$ cat config.mk
export PLATFORM = sky130hd
export DESIGN_NAME = sldc_top
export DESIGN_NICKNAME = d
export VERILOG_FILES = /design/src/shared/sldc_pkg.sv /design/src/hdl/sldc_fifo.sv /design/src/hdl/sldc_irq_ctrl.sv /design/src/hdl/sldc_top.sv
export SDC_FILE = /design/constraint.sdc
export NUM_CORES = 1
export LEC_CHECK = 0
export ABC_AREA = 1
export BUFFER_PORTS_ARGS = -buffer_cell sky130_fd_sc_hd__buf_2
export CAP_MARGIN = 10
export CORE_MARGIN = 10
export CORE_UTILIZATION = 43
export CTS_CLUSTER_DIAMETER = 60
export DETAILED_ROUTE_END_ITERATION = 6
export PLACE_DENSITY = 0.59
export SLEW_MARGIN = 10
export SYNTH_ARGS = -nofsm -noshare
export SYNTH_HDL_FRONTEND = slang
export SYNTH_HIERARCHICAL = 1
export SYNTH_SLANG_ARGS = --single-unit
$ cat constraint.sdc
create_clock -name i_clock -period 8.8 [get_ports i_clock]
set_input_delay 1.76 -clock i_clock [delete_from_list [all_inputs] [get_ports i_clock]]
set_output_delay 1.76 -clock i_clock [all_outputs]
set_load 0.1 [all_outputs]
$ cat src/shared/sldc_pkg.sv
// Shared constants and types for the serial line direction control block
package sldc_pkg;

  // ----------------------------------------------------------------
  // Sizes
  // ----------------------------------------------------------------
  localparam int DATA_W = 9;
  localparam int FIFO_DEPTH = 32;
  localparam int IRQ_N = 8;
  localparam int PORT_IRQ_N = 6;
  localparam int IRQ_BUS = 7;
  localparam int IRQ_SHARED = 6;

  // ----------------------------------------------------------------
  // Character format and oversampling
  // ----------------------------------------------------------------
  localparam logic [3:0] BITS_EIGHT = 4'h8;
  localparam logic [3:0] BITS_NINE = 4'h9;
  localparam logic [3:0] OS_LAST = 4'hf;
  localparam logic [3:0] OS_MID = 4'h7;

  // ----------------------------------------------------------------
  // Levels, strap encodings and reset values
  // ----------------------------------------------------------------
  localparam logic LINE_TX = 1'b0;
  localparam logic LINE_RX = 1'b1;
  localparam logic LINE_DIR_RST = LINE_RX;
  localparam logic STRAP_IRQ_RTC = 1'b0;
  localparam logic STRAP_IRQ_DIR = 1'b1;
  localparam logic WIRE_FOUR = 1'b0;
  localparam logic WIRE_TWO = 1'b1;
  localparam logic CONFIG_RUN = 1'b1;
  localparam logic [7:0] ADDR_HI_RST = 8'h00;
  localparam logic [7:0] PORT_OE_RST = 8'h00;
  localparam logic [7:0] VEC_RST = 8'h00;

  // ----------------------------------------------------------------
  // Types
  // ----------------------------------------------------------------
  typedef enum logic [3:0] {
    SER_IDLE = 4'b0001,
    SER_START = 4'b0010,
    SER_DATA = 4'b0100,
    SER_STOP = 4'b1000
  } sldc_ser_e;

  typedef struct packed {
    logic nine_bits;
    logic [15:0] baud_div;
  } sldc_cfg_s;

  typedef struct packed {
    logic wr;
    logic [2:0] idx;
    logic [7:0] vec;
  } sldc_vec_wr_s;

  typedef struct packed {
    logic valid;
    logic [2:0] id;
    logic [7:0] vec;
  } sldc_irq_s;

endpackage

$ cat src/hdl/sldc_fifo.sv
// Transmit FIFO with valid and ready on both sides
`timescale 1ns/10ps
module sldc_fifo
  import sldc_pkg::*;
#(
  parameter int WIDTH = DATA_W,
  parameter int DEPTH = FIFO_DEPTH
) (
  input wire logic i_clock,
  input wire logic i_rst,
  input wire logic [WIDTH-1:0] i_in_data,
  input wire logic i_in_valid,
  output logic o_in_ready,
  output logic [WIDTH-1:0] o_out_data,
  output logic o_out_valid,
  input wire logic i_out_ready
);

  localparam int AW = $clog2(DEPTH);

  typedef struct packed {
    logic [AW-1:0] wr;
    logic [AW-1:0] rd;
    logic [AW:0] count;
    logic in_ready;
    logic out_valid;
  } sldc_fifo_s;

  sldc_fifo_s s;
  sldc_fifo_s next_s;
  logic [WIDTH-1:0] mem [DEPTH];
  logic push;
  logic pop;

  // Handshakes on both sides
  assign push = i_in_valid && s.in_ready;
  assign pop = s.out_valid && i_out_ready;
  assign o_in_ready = s.in_ready;
  assign o_out_valid = s.out_valid;
  assign o_out_data = mem[s.rd];

  // Pointer and flag update
  always_comb begin
    next_s = s;
    if (push) begin
      next_s.wr = AW'(s.wr + 1'b1);
    end
    if (pop) begin
      next_s.rd = AW'(s.rd + 1'b1);
    end
    next_s.count = (AW+1)'(s.count + push - pop);
    next_s.in_ready = next_s.count != (AW+1)'(DEPTH);
    next_s.out_valid = next_s.count != '0;
  end

  always_ff @(posedge i_clock or posedge i_rst) begin
    if (i_rst) begin
      s <= '{wr: '0, rd: '0, count: '0, in_ready: 1'b1, out_valid: 1'b0};
    end else begin
      s <= next_s;
    end
  end

  // Storage
  always_ff @(posedge i_clock) begin
    if (push) begin
      mem[s.wr] <= i_in_data;
    end
  end

endmodule

$ cat src/hdl/sldc_irq_ctrl.sv
// External interrupt unit: enable, mask, priority and vector table
`timescale 1ns/10ps
module sldc_irq_ctrl
  import sldc_pkg::*;
(
  input wire logic i_clock,
  input wire logic i_rst,
  input wire logic [IRQ_N-1:0] i_src_n,
  input wire logic i_global_en,
  input wire logic [IRQ_N-1:0] i_enable,
  input wire logic [IRQ_N-1:0] i_prio_high,
  input wire logic i_ack,
  input wire sldc_vec_wr_s i_vec_wr,
  output sldc_irq_s o_irq
);

  typedef struct packed {
    logic [IRQ_N-1:0] prev_n;
    logic [IRQ_N-1:0] pending;
    sldc_irq_s irq;
  } sldc_irq_ctrl_s;

  sldc_irq_ctrl_s s;
  sldc_irq_ctrl_s next_s;
  logic [7:0] vec_tab [IRQ_N];
  logic [IRQ_N-1:0] live;
  logic [IRQ_N-1:0] high;

  // Lowest index among set bits
  function automatic logic [2:0] first_set(input logic [IRQ_N-1:0] v);
    first_set = 3'h0;
    for (int i = IRQ_N - 1; i >= 0; i--) begin
      if (v[i]) begin
        first_set = 3'(i);
      end
    end
  endfunction

  assign live = s.pending & i_enable;
  assign high = live & i_prio_high;
  assign o_irq = s.irq;

  // Falling edge capture, ack clear, priority pick
  always_comb begin
    next_s = s;
    next_s.prev_n = i_src_n;
    if (i_ack && s.irq.valid) begin
      next_s.pending[s.irq.id] = 1'b0;
    end
    next_s.pending = next_s.pending | (s.prev_n & ~i_src_n); // set wins
    next_s.irq.valid = i_global_en && (live != '0);
    next_s.irq.id = (high != '0) ? first_set(high) : first_set(live);
    next_s.irq.vec = vec_tab[next_s.irq.id];
  end

  always_ff @(posedge i_clock or posedge i_rst) begin
    if (i_rst) begin
      s <= '{prev_n: '1, pending: '0, irq: '0};
    end else begin
      s <= next_s;
    end
  end

  // Vector table written by software
  always_ff @(posedge i_clock or posedge i_rst) begin
    if (i_rst) begin
      for (int i = 0; i < IRQ_N; i++) begin
        vec_tab[i] <= VEC_RST;
      end
    end else if (i_vec_wr.wr) begin
      vec_tab[i_vec_wr.idx] <= i_vec_wr.vec;
    end
  end

endmodule

$ cat src/hdl/sldc_top.sv
// Serial port with line direction control, interrupt routing and pins
// ----------------------------------------------------------------
// ----------------------------------------------------------------
`timescale 1ns/10ps
module sldc_top
  import sldc_pkg::*;
(
  input wire logic i_clock,
  input wire logic i_rst,
  input wire sldc_cfg_s i_cfg,
  input wire logic [DATA_W-1:0] i_tx_data,
  input wire logic i_tx_valid,
  output logic o_tx_ready,
  output logic [DATA_W-1:0] o_rx_data,
  output logic o_rx_valid,
  output logic o_rx_frame_err,
  input wire logic i_rxd,
  output logic o_txd,
  input wire logic i_dir_write,
  input wire logic i_dir_level,
  output logic o_line_dir,
  input wire logic i_wire_mode_strap,
  input wire logic i_irq_source_strap,
  input wire logic i_rtc_irq_n,
  input wire logic i_shared_port_pin_i,
  output logic o_shared_port_pin_o,
  output logic o_shared_port_pin_oe,
  output logic o_shared_ext_irq_n,
  input wire logic i_bus_ext_irq_n,
  input wire logic [PORT_IRQ_N-1:0] i_port_irq_n,
  input wire logic i_irq_global_en,
  input wire logic [IRQ_N-1:0] i_irq_enable,
  input wire logic [IRQ_N-1:0] i_irq_prio_high,
  input wire logic i_irq_ack,
  input wire sldc_vec_wr_s i_vec_wr,
  output sldc_irq_s o_irq,
  input wire logic [7:0] i_addr_hi,
  output logic [7:0] o_addr_hi,
  output logic o_addr_hi_oe,
  output logic o_analog_oe,
  input wire logic [7:0] i_port_oe,
  output logic [7:0] o_port_oe,
  input wire logic i_config_jumper,
  output logic o_config_run
);

  // ----------------------------------------------------------------
  // State
  // ----------------------------------------------------------------
  typedef struct packed {
    logic [15:0] baud_cnt;
    logic tick;
    sldc_ser_e tx_st;
    logic [3:0] tx_os;
    logic [3:0] tx_bit;
    logic [DATA_W-1:0] tx_sh;
    logic txd;
    sldc_ser_e rx_st;
    logic [3:0] rx_os;
    logic [3:0] rx_bit;
    logic [DATA_W-1:0] rx_sh;
    logic [DATA_W-1:0] rx_data;
    logic rx_valid;
    logic rx_ferr;
    logic line_dir;
    logic pin_o;
    logic pin_oe;
    logic shared_irq_n;
    logic [7:0] addr_hi;
    logic addr_hi_oe;
    logic [7:0] port_oe;
    logic config_run;
  } sldc_top_s;

  sldc_top_s s;
  sldc_top_s next_s;
  logic [DATA_W-1:0] fifo_data;
  logic fifo_valid;
  logic fifo_pop;
  logic rx_in;
  logic [3:0] nbits;
  logic [IRQ_N-1:0] irq_src_n;

  // ----------------------------------------------------------------
  // Transmit buffer
  // ----------------------------------------------------------------
  assign fifo_pop = s.tx_st == SER_IDLE;

  sldc_fifo #(
    .WIDTH(DATA_W),
    .DEPTH(FIFO_DEPTH)
  ) u_fifo (
    .i_clock(i_clock),
    .i_rst(i_rst),
    .i_in_data(i_tx_data),
    .i_in_valid(i_tx_valid),
    .o_in_ready(o_tx_ready),
    .o_out_data(fifo_data),
    .o_out_valid(fifo_valid),
    .i_out_ready(fifo_pop)
  );

  // ----------------------------------------------------------------
  // Interrupt routing
  // ----------------------------------------------------------------
  assign irq_src_n[IRQ_BUS] = i_bus_ext_irq_n;
  assign irq_src_n[IRQ_SHARED] = s.shared_irq_n;
  assign irq_src_n[PORT_IRQ_N-1:0] = i_port_irq_n;

  sldc_irq_ctrl u_irq (
    .i_clock(i_clock),
    .i_rst(i_rst),
    .i_src_n(irq_src_n),
    .i_global_en(i_irq_global_en),
    .i_enable(i_irq_enable),
    .i_prio_high(i_irq_prio_high),
    .i_ack(i_irq_ack),
    .i_vec_wr(i_vec_wr),
    .o_irq(o_irq)
  );

  // ----------------------------------------------------------------
  // Receive source and character length
  // ----------------------------------------------------------------
  // Shared two-wire line carries our own character back
  assign rx_in = (i_wire_mode_strap == WIRE_TWO && s.line_dir == LINE_TX)
                 ? s.txd : i_rxd;
  assign nbits = i_cfg.nine_bits ? BITS_NINE : BITS_EIGHT;

  // ----------------------------------------------------------------
  // Next state
  // ----------------------------------------------------------------
  always_comb begin
    next_s = s;
    next_s.rx_valid = 1'b0;

    // Oversampling tick from configured divider
    next_s.tick = s.baud_cnt == i_cfg.baud_div;
    next_s.baud_cnt = next_s.tick ? 16'h0000 : 16'(s.baud_cnt + 1'b1);

    // Transmitter
    case (s.tx_st)
      SER_IDLE: begin
        if (fifo_valid) begin
          next_s.tx_sh = fifo_data;
          next_s.tx_os = 4'h0;
          next_s.tx_st = SER_START;
        end
      end
      SER_START: begin
        if (s.tick) begin
          next_s.tx_os = 4'(s.tx_os + 1'b1);
          if (s.tx_os == OS_LAST) begin
            next_s.tx_bit = 4'h0;
            next_s.tx_st = SER_DATA;
          end
        end
      end
      SER_DATA: begin
        if (s.tick) begin
          next_s.tx_os = 4'(s.tx_os + 1'b1);
          if (s.tx_os == OS_LAST) begin
            next_s.tx_sh = s.tx_sh >> 1;
            next_s.tx_bit = 4'(s.tx_bit + 1'b1);
            if (s.tx_bit == 4'(nbits - 1'b1)) begin
              next_s.tx_st = SER_STOP;
            end
          end
        end
      end
      SER_STOP: begin
        if (s.tick) begin
          next_s.tx_os = 4'(s.tx_os + 1'b1);
          if (s.tx_os == OS_LAST) begin
            next_s.tx_st = SER_IDLE;
          end
        end
      end
      default: begin
        next_s.tx_st = SER_IDLE;
      end
    endcase
    // Line level follows the next state
    case (next_s.tx_st)
      SER_START: next_s.txd = 1'b0;
      SER_DATA: next_s.txd = next_s.tx_sh[0];
      default: next_s.txd = 1'b1;
    endcase

    // Receiver, sampling at mid bit
    case (s.rx_st)
      SER_IDLE: begin
        if (!rx_in) begin
          next_s.rx_os = 4'h0;
          next_s.rx_st = SER_START;
        end
      end
      SER_START: begin
        if (s.tick) begin
          next_s.rx_os = 4'(s.rx_os + 1'b1);
          if (s.rx_os == OS_MID) begin
            next_s.rx_os = 4'h0;
            next_s.rx_bit = 4'h0;
            next_s.rx_st = rx_in ? SER_IDLE : SER_DATA;
          end
        end
      end
      SER_DATA: begin
        if (s.tick) begin
          next_s.rx_os = 4'(s.rx_os + 1'b1);
          if (s.rx_os == OS_LAST) begin
            next_s.rx_sh = {rx_in, s.rx_sh[DATA_W-1:1]};
            next_s.rx_bit = 4'(s.rx_bit + 1'b1);
            if (s.rx_bit == 4'(nbits - 1'b1)) begin
              next_s.rx_st = SER_STOP;
            end
          end
        end
      end
      SER_STOP: begin
        if (s.tick) begin
          next_s.rx_os = 4'(s.rx_os + 1'b1);
          if (s.rx_os == OS_LAST) begin
            // Eight-bit characters land in the upper bits
            next_s.rx_data = i_cfg.nine_bits ? s.rx_sh
                             : {1'b0, s.rx_sh[DATA_W-1:1]};
            next_s.rx_valid = 1'b1;
            next_s.rx_ferr = !rx_in;
            next_s.rx_st = SER_IDLE;
          end
        end
      end
      default: begin
        next_s.rx_st = SER_IDLE;
      end
    endcase

    // Direction is written by software only and then held
    if (i_dir_write) begin
      next_s.line_dir = i_dir_level;
    end

    // Shared pin: driven with direction or read as clock interrupt
    next_s.pin_oe = i_irq_source_strap == STRAP_IRQ_DIR;
    next_s.pin_o = next_s.line_dir;
    next_s.shared_irq_n = (i_irq_source_strap == STRAP_IRQ_RTC)
                          ? i_rtc_irq_n : i_shared_port_pin_i;

    // Port pins after reset
    next_s.addr_hi = i_addr_hi;
    next_s.addr_hi_oe = 1'b1;
    next_s.port_oe = i_port_oe;

    // Open jumper pulls high, which reads as run
    next_s.config_run = i_config_jumper == CONFIG_RUN;
  end

  // ----------------------------------------------------------------
  // Registers
  // ----------------------------------------------------------------
  always_ff @(posedge i_clock or posedge i_rst) begin
    if (i_rst) begin
      s <= '{
        baud_cnt: 16'h0000,
        tick: 1'b0,
        tx_st: SER_IDLE,
        tx_os: 4'h0,
        tx_bit: 4'h0,
        tx_sh: '0,
        txd: 1'b1,
        rx_st: SER_IDLE,
        rx_os: 4'h0,
        rx_bit: 4'h0,
        rx_sh: '0,
        rx_data: '0,
        rx_valid: 1'b0,
        rx_ferr: 1'b0,
        line_dir: LINE_DIR_RST,
        pin_o: LINE_DIR_RST,
        pin_oe: 1'b0,
        shared_irq_n: 1'b1,
        addr_hi: ADDR_HI_RST,
        addr_hi_oe: 1'b1,
        port_oe: PORT_OE_RST,
        config_run: CONFIG_RUN
      };
    end else begin
      s <= next_s;
    end
  end

  // ----------------------------------------------------------------
  // Outputs
  // ----------------------------------------------------------------
  assign o_txd = s.txd;
  assign o_rx_data = s.rx_data;
  assign o_rx_valid = s.rx_valid;
  assign o_rx_frame_err = s.rx_ferr;
  assign o_line_dir = s.line_dir;
  assign o_shared_port_pin_o = s.pin_o;
  assign o_shared_port_pin_oe = s.pin_oe;
  assign o_shared_ext_irq_n = s.shared_irq_n;
  assign o_addr_hi = s.addr_hi;
  assign o_addr_hi_oe = s.addr_hi_oe;
  assign o_analog_oe = 1'b0;
  assign o_port_oe = s.port_oe;
  assign o_config_run = s.config_run;

endmodule

==> reports/metrics.cfg <==
[yosys]
synth_edf_count=288
synth_ff_type=edfxtp_1
yosysTopAreaCellShare_pct=38.7
yosysWarnings=6
async_flop_share_pct=41.1
syn_area_um2=22300
yosysTopAreaCell=edfxtp_1
synth_top_cells_by_area=edfxtp_1 39%, dfrtp_1 21%, nand2_1 12%, nand3_1 7.0%, inv_1 5.3%
yosysSeqAreaShare_pct=61.4
yosys_register_bits=489
synthCells=2378
syn_area_per_cell_um2=9.39
synth_common_cells=743 x nand2_1, 313 x inv_1, 311 x nand3_1
synth.most_common_cell=nand2_1
synth_nets=2485
yosysUniqueCellTypes=45

[sta]
relSlewSlack_pct=18.9
max_freq_mhz=289
setup_viol_count_final=0
fin_hold_ws_ns=0.375
min_period_over_period_pct=39.3
hold_viol=0
drv_slew=0
grt_setup_unrepaired=false
fin_skew_ns=0.0251
min_period_ns=3.46
tightest_slew_ns=1.21
fin_setup_tns_ns=0

[routing]
dr.pass1.iters=5
post_drt_wl_per_cell_um=16.6
wl_mm=52.9
ant_nets=0
drtIter0Drc=1161
drc_errors=0
dr_total_vias=15900
viasPerCell=5.00

[clock_tree]
insertion_delay_ns=0.61
cts_hold_buf=0
htreeDepth=2
numCtsBuffers=55
path_clk_slew_ns=0.06
ctsResizeCount=0
clock-sinks=489
clk_path_buf_depth=3
cts_tree=built
cts_setup_buffers=0
root_buffer=clkbuf_16

[worst_hold_path]
whs_path_depth=0
min_to=u_irq/s[26]
hp-class=register to register
holdCritStartpoint=o_shared_ext_irq_n

[critical_path]
regToRegStartpoint=u_fifo/s[8]
crit_type=register to register
worstSetupEndpointType=register
worst_r2r_path_depth=14
crit_arrival_ns=3.99
timing.rr.end=o_txd
critPathMaxFanout=97
reg2reg_setup_slack_ns=5.34
cp-start-kind=register
required_ns=9.33

[floorplanning]
fp.dieArea_um2=61400
io_pins=138
core_area_um2=51400
die_h_um=248
die_x_um=248
fp-row-count=83
initial_utilization_pct=43.4

[power]
combPwrFrac_pct=15.8
p_int_uw=4370
seq_power_share_pct=45.2
fin_total_pwr_uw=6140
peakVddDrop_mv=0.163
switching_share_pct=28.9
clkPwrFrac_pct=39.0
cellLeakagePower_uw=0.0112
power_density_nw_per_um2=244
switchingPower_uw=1770

[global_routing]
overflow=0
grt_pass1_vias=15600
grt_max_degree=109
grt_pass1_wl_mm=83.6
antenna_found_initial=0
track_usage_pct=17.0

[cells_and_area]
antenna_cells=0
fillCellCount=4810
drive_gt1_share_pct=12.4
fin_area_um2=25100
area_delta_synth_final_pct=12.5
nNetsFinal=2563

[placement]
placed_cell_area_um2=23200
dp_hpwl_mm=33.6
routabilityCongestion=0.863
portBuffers=135

[outcome]
run_status=completed

[flow_run]
maxCapViolations=0

[worst max-delay path: stages, from the launching register on]
cell and delay, ns:
dfrtp_4 0.78, clkinv_2 0.64, buf_4 0.64, nand2_1 0.19, nand3_1 0.11, a21oi_1 0.23
nor2_1 0.07, nand2_1 0.13, nand2_1 0.09, inv_1 0.06, inv_1 0.03, o21a_1 0.19
nand2_2 0.07, nand2_1 0.05, nand2_1 0.06
[layer usage]
metal / track usage [%] / routed length (um)
met1: 21.8 / 23000
met2: 29.0 / 25400
met3: 2.87 / 3280
met4: 5.15 / 1250
met5: 0 / 0
[registers in the layout (all words and copies together), names as in the netlist, 8 cells and up]
name and cells:
o_port_oe 8, u_fifo/s 16, u_irq/o_irq 12, u_irq/vec_tab 64, u_fifo/mem 288, o_addr_hi 8, s 59, o_rx_data 9
u_irq/s 16
[cell type report]
class / instances / area (um2) / area share, %
sequential: 489 / 13700 / 54.6
multi-input combinational: 1442 / 6680 / 26.6
tap: 680 / 851 / 3.39
inverter: 327 / 1230 / 4.91
timing repair buffer: 141 / 721 / 2.87
clock inverter: 28 / 342 / 1.36
clock buffer: 76 / 1590 / 6.32
[worst max path at each step]
stage,start,to,slack [ns],cells past startpoint
6_report,u_fifo/s[8],o_txd,5.34,14
5_1_grt,u_fifo/s[8],o_txd,5.00,15
4_1_cts,u_fifo/s[8],o_txd,5.31,14
3_5_place_dp,i_tx_valid,u_fifo/o_out_valid,4.93,12
3_3_place_gp,i_tx_valid,u_fifo/o_out_valid,4.95,12
2_1_floorplan,i_rst,u_irq/o_irq[0],4.66,1
[power by group through the flow]
stage                     Sequential [uW]  Clock, uW  Combinational (uW)
after floorplan                      2800          0                 752
after global placement               2820          0                 948
after detailed placement             2820          0                 970
after CTS                            2780       2450                 973
after global routing                 2800       2540                1080
final                                2780       2390                 968
[placed cells by master, fill, tap and decap left out, types with 9 or more instances in the layout]
cell / netlist / final
inv_1: 313 / 311
clkbuf_16: 0 / 57
xnor2_1: 18 / 18
nand2_1: 743 / 743
nand2_2: 10 / 10
ha_1: 16 / 16
buf_2: 31 / 135
dfstp_2: 15 / 15
nor2_1: 107 / 107
o21ai_0: 102 / 102
dfrtp_1: 186 / 184
a21oi_1: 23 / 23
xor2_1: 21 / 21
edfxtp_1: 288 / 288
clkinv_2: 0 / 12
clkbuf_8: 0 / 9
nand4_1: 12 / 12
o211ai_1: 10 / 10
nand3_1: 311 / 311
clkbuf_1: 30 / 10
nor2_2: 9 / 9
[cell families (layout without fill, tap and decap cells)]
group	count (synthesis)	in the layout	synth area share (%)
other	2	2	0.0336
DFF	489	489	61.4
muxes	1	1	0.0504
buffers and inverters	447	572	8.77
xor gates and xnor gates	39	39	1.53
AOI/OAI and AO/OA	160	160	3.96
adders and majority gates	17	17	0.987
and+or+nand+nor	1223	1223	23.3
[stage by stage]
| stage | utilization (%) | worst slack, ns | std cells |
|---|---|---|---|
| floorplan | - | 4.66 | 2378 |
| global route | 48.8 | 5.00 | 3183 |
| CTS | 48.8 | 5.31 | 3183 |
| global placement | 45.1 | 4.95 | 3079 |
| finish | 48.8 | 5.34 | 3183 |
| detailed placement | 45.1 | 4.93 | 3079 |
Note: power is estimated with default switching activity, not from simulation.
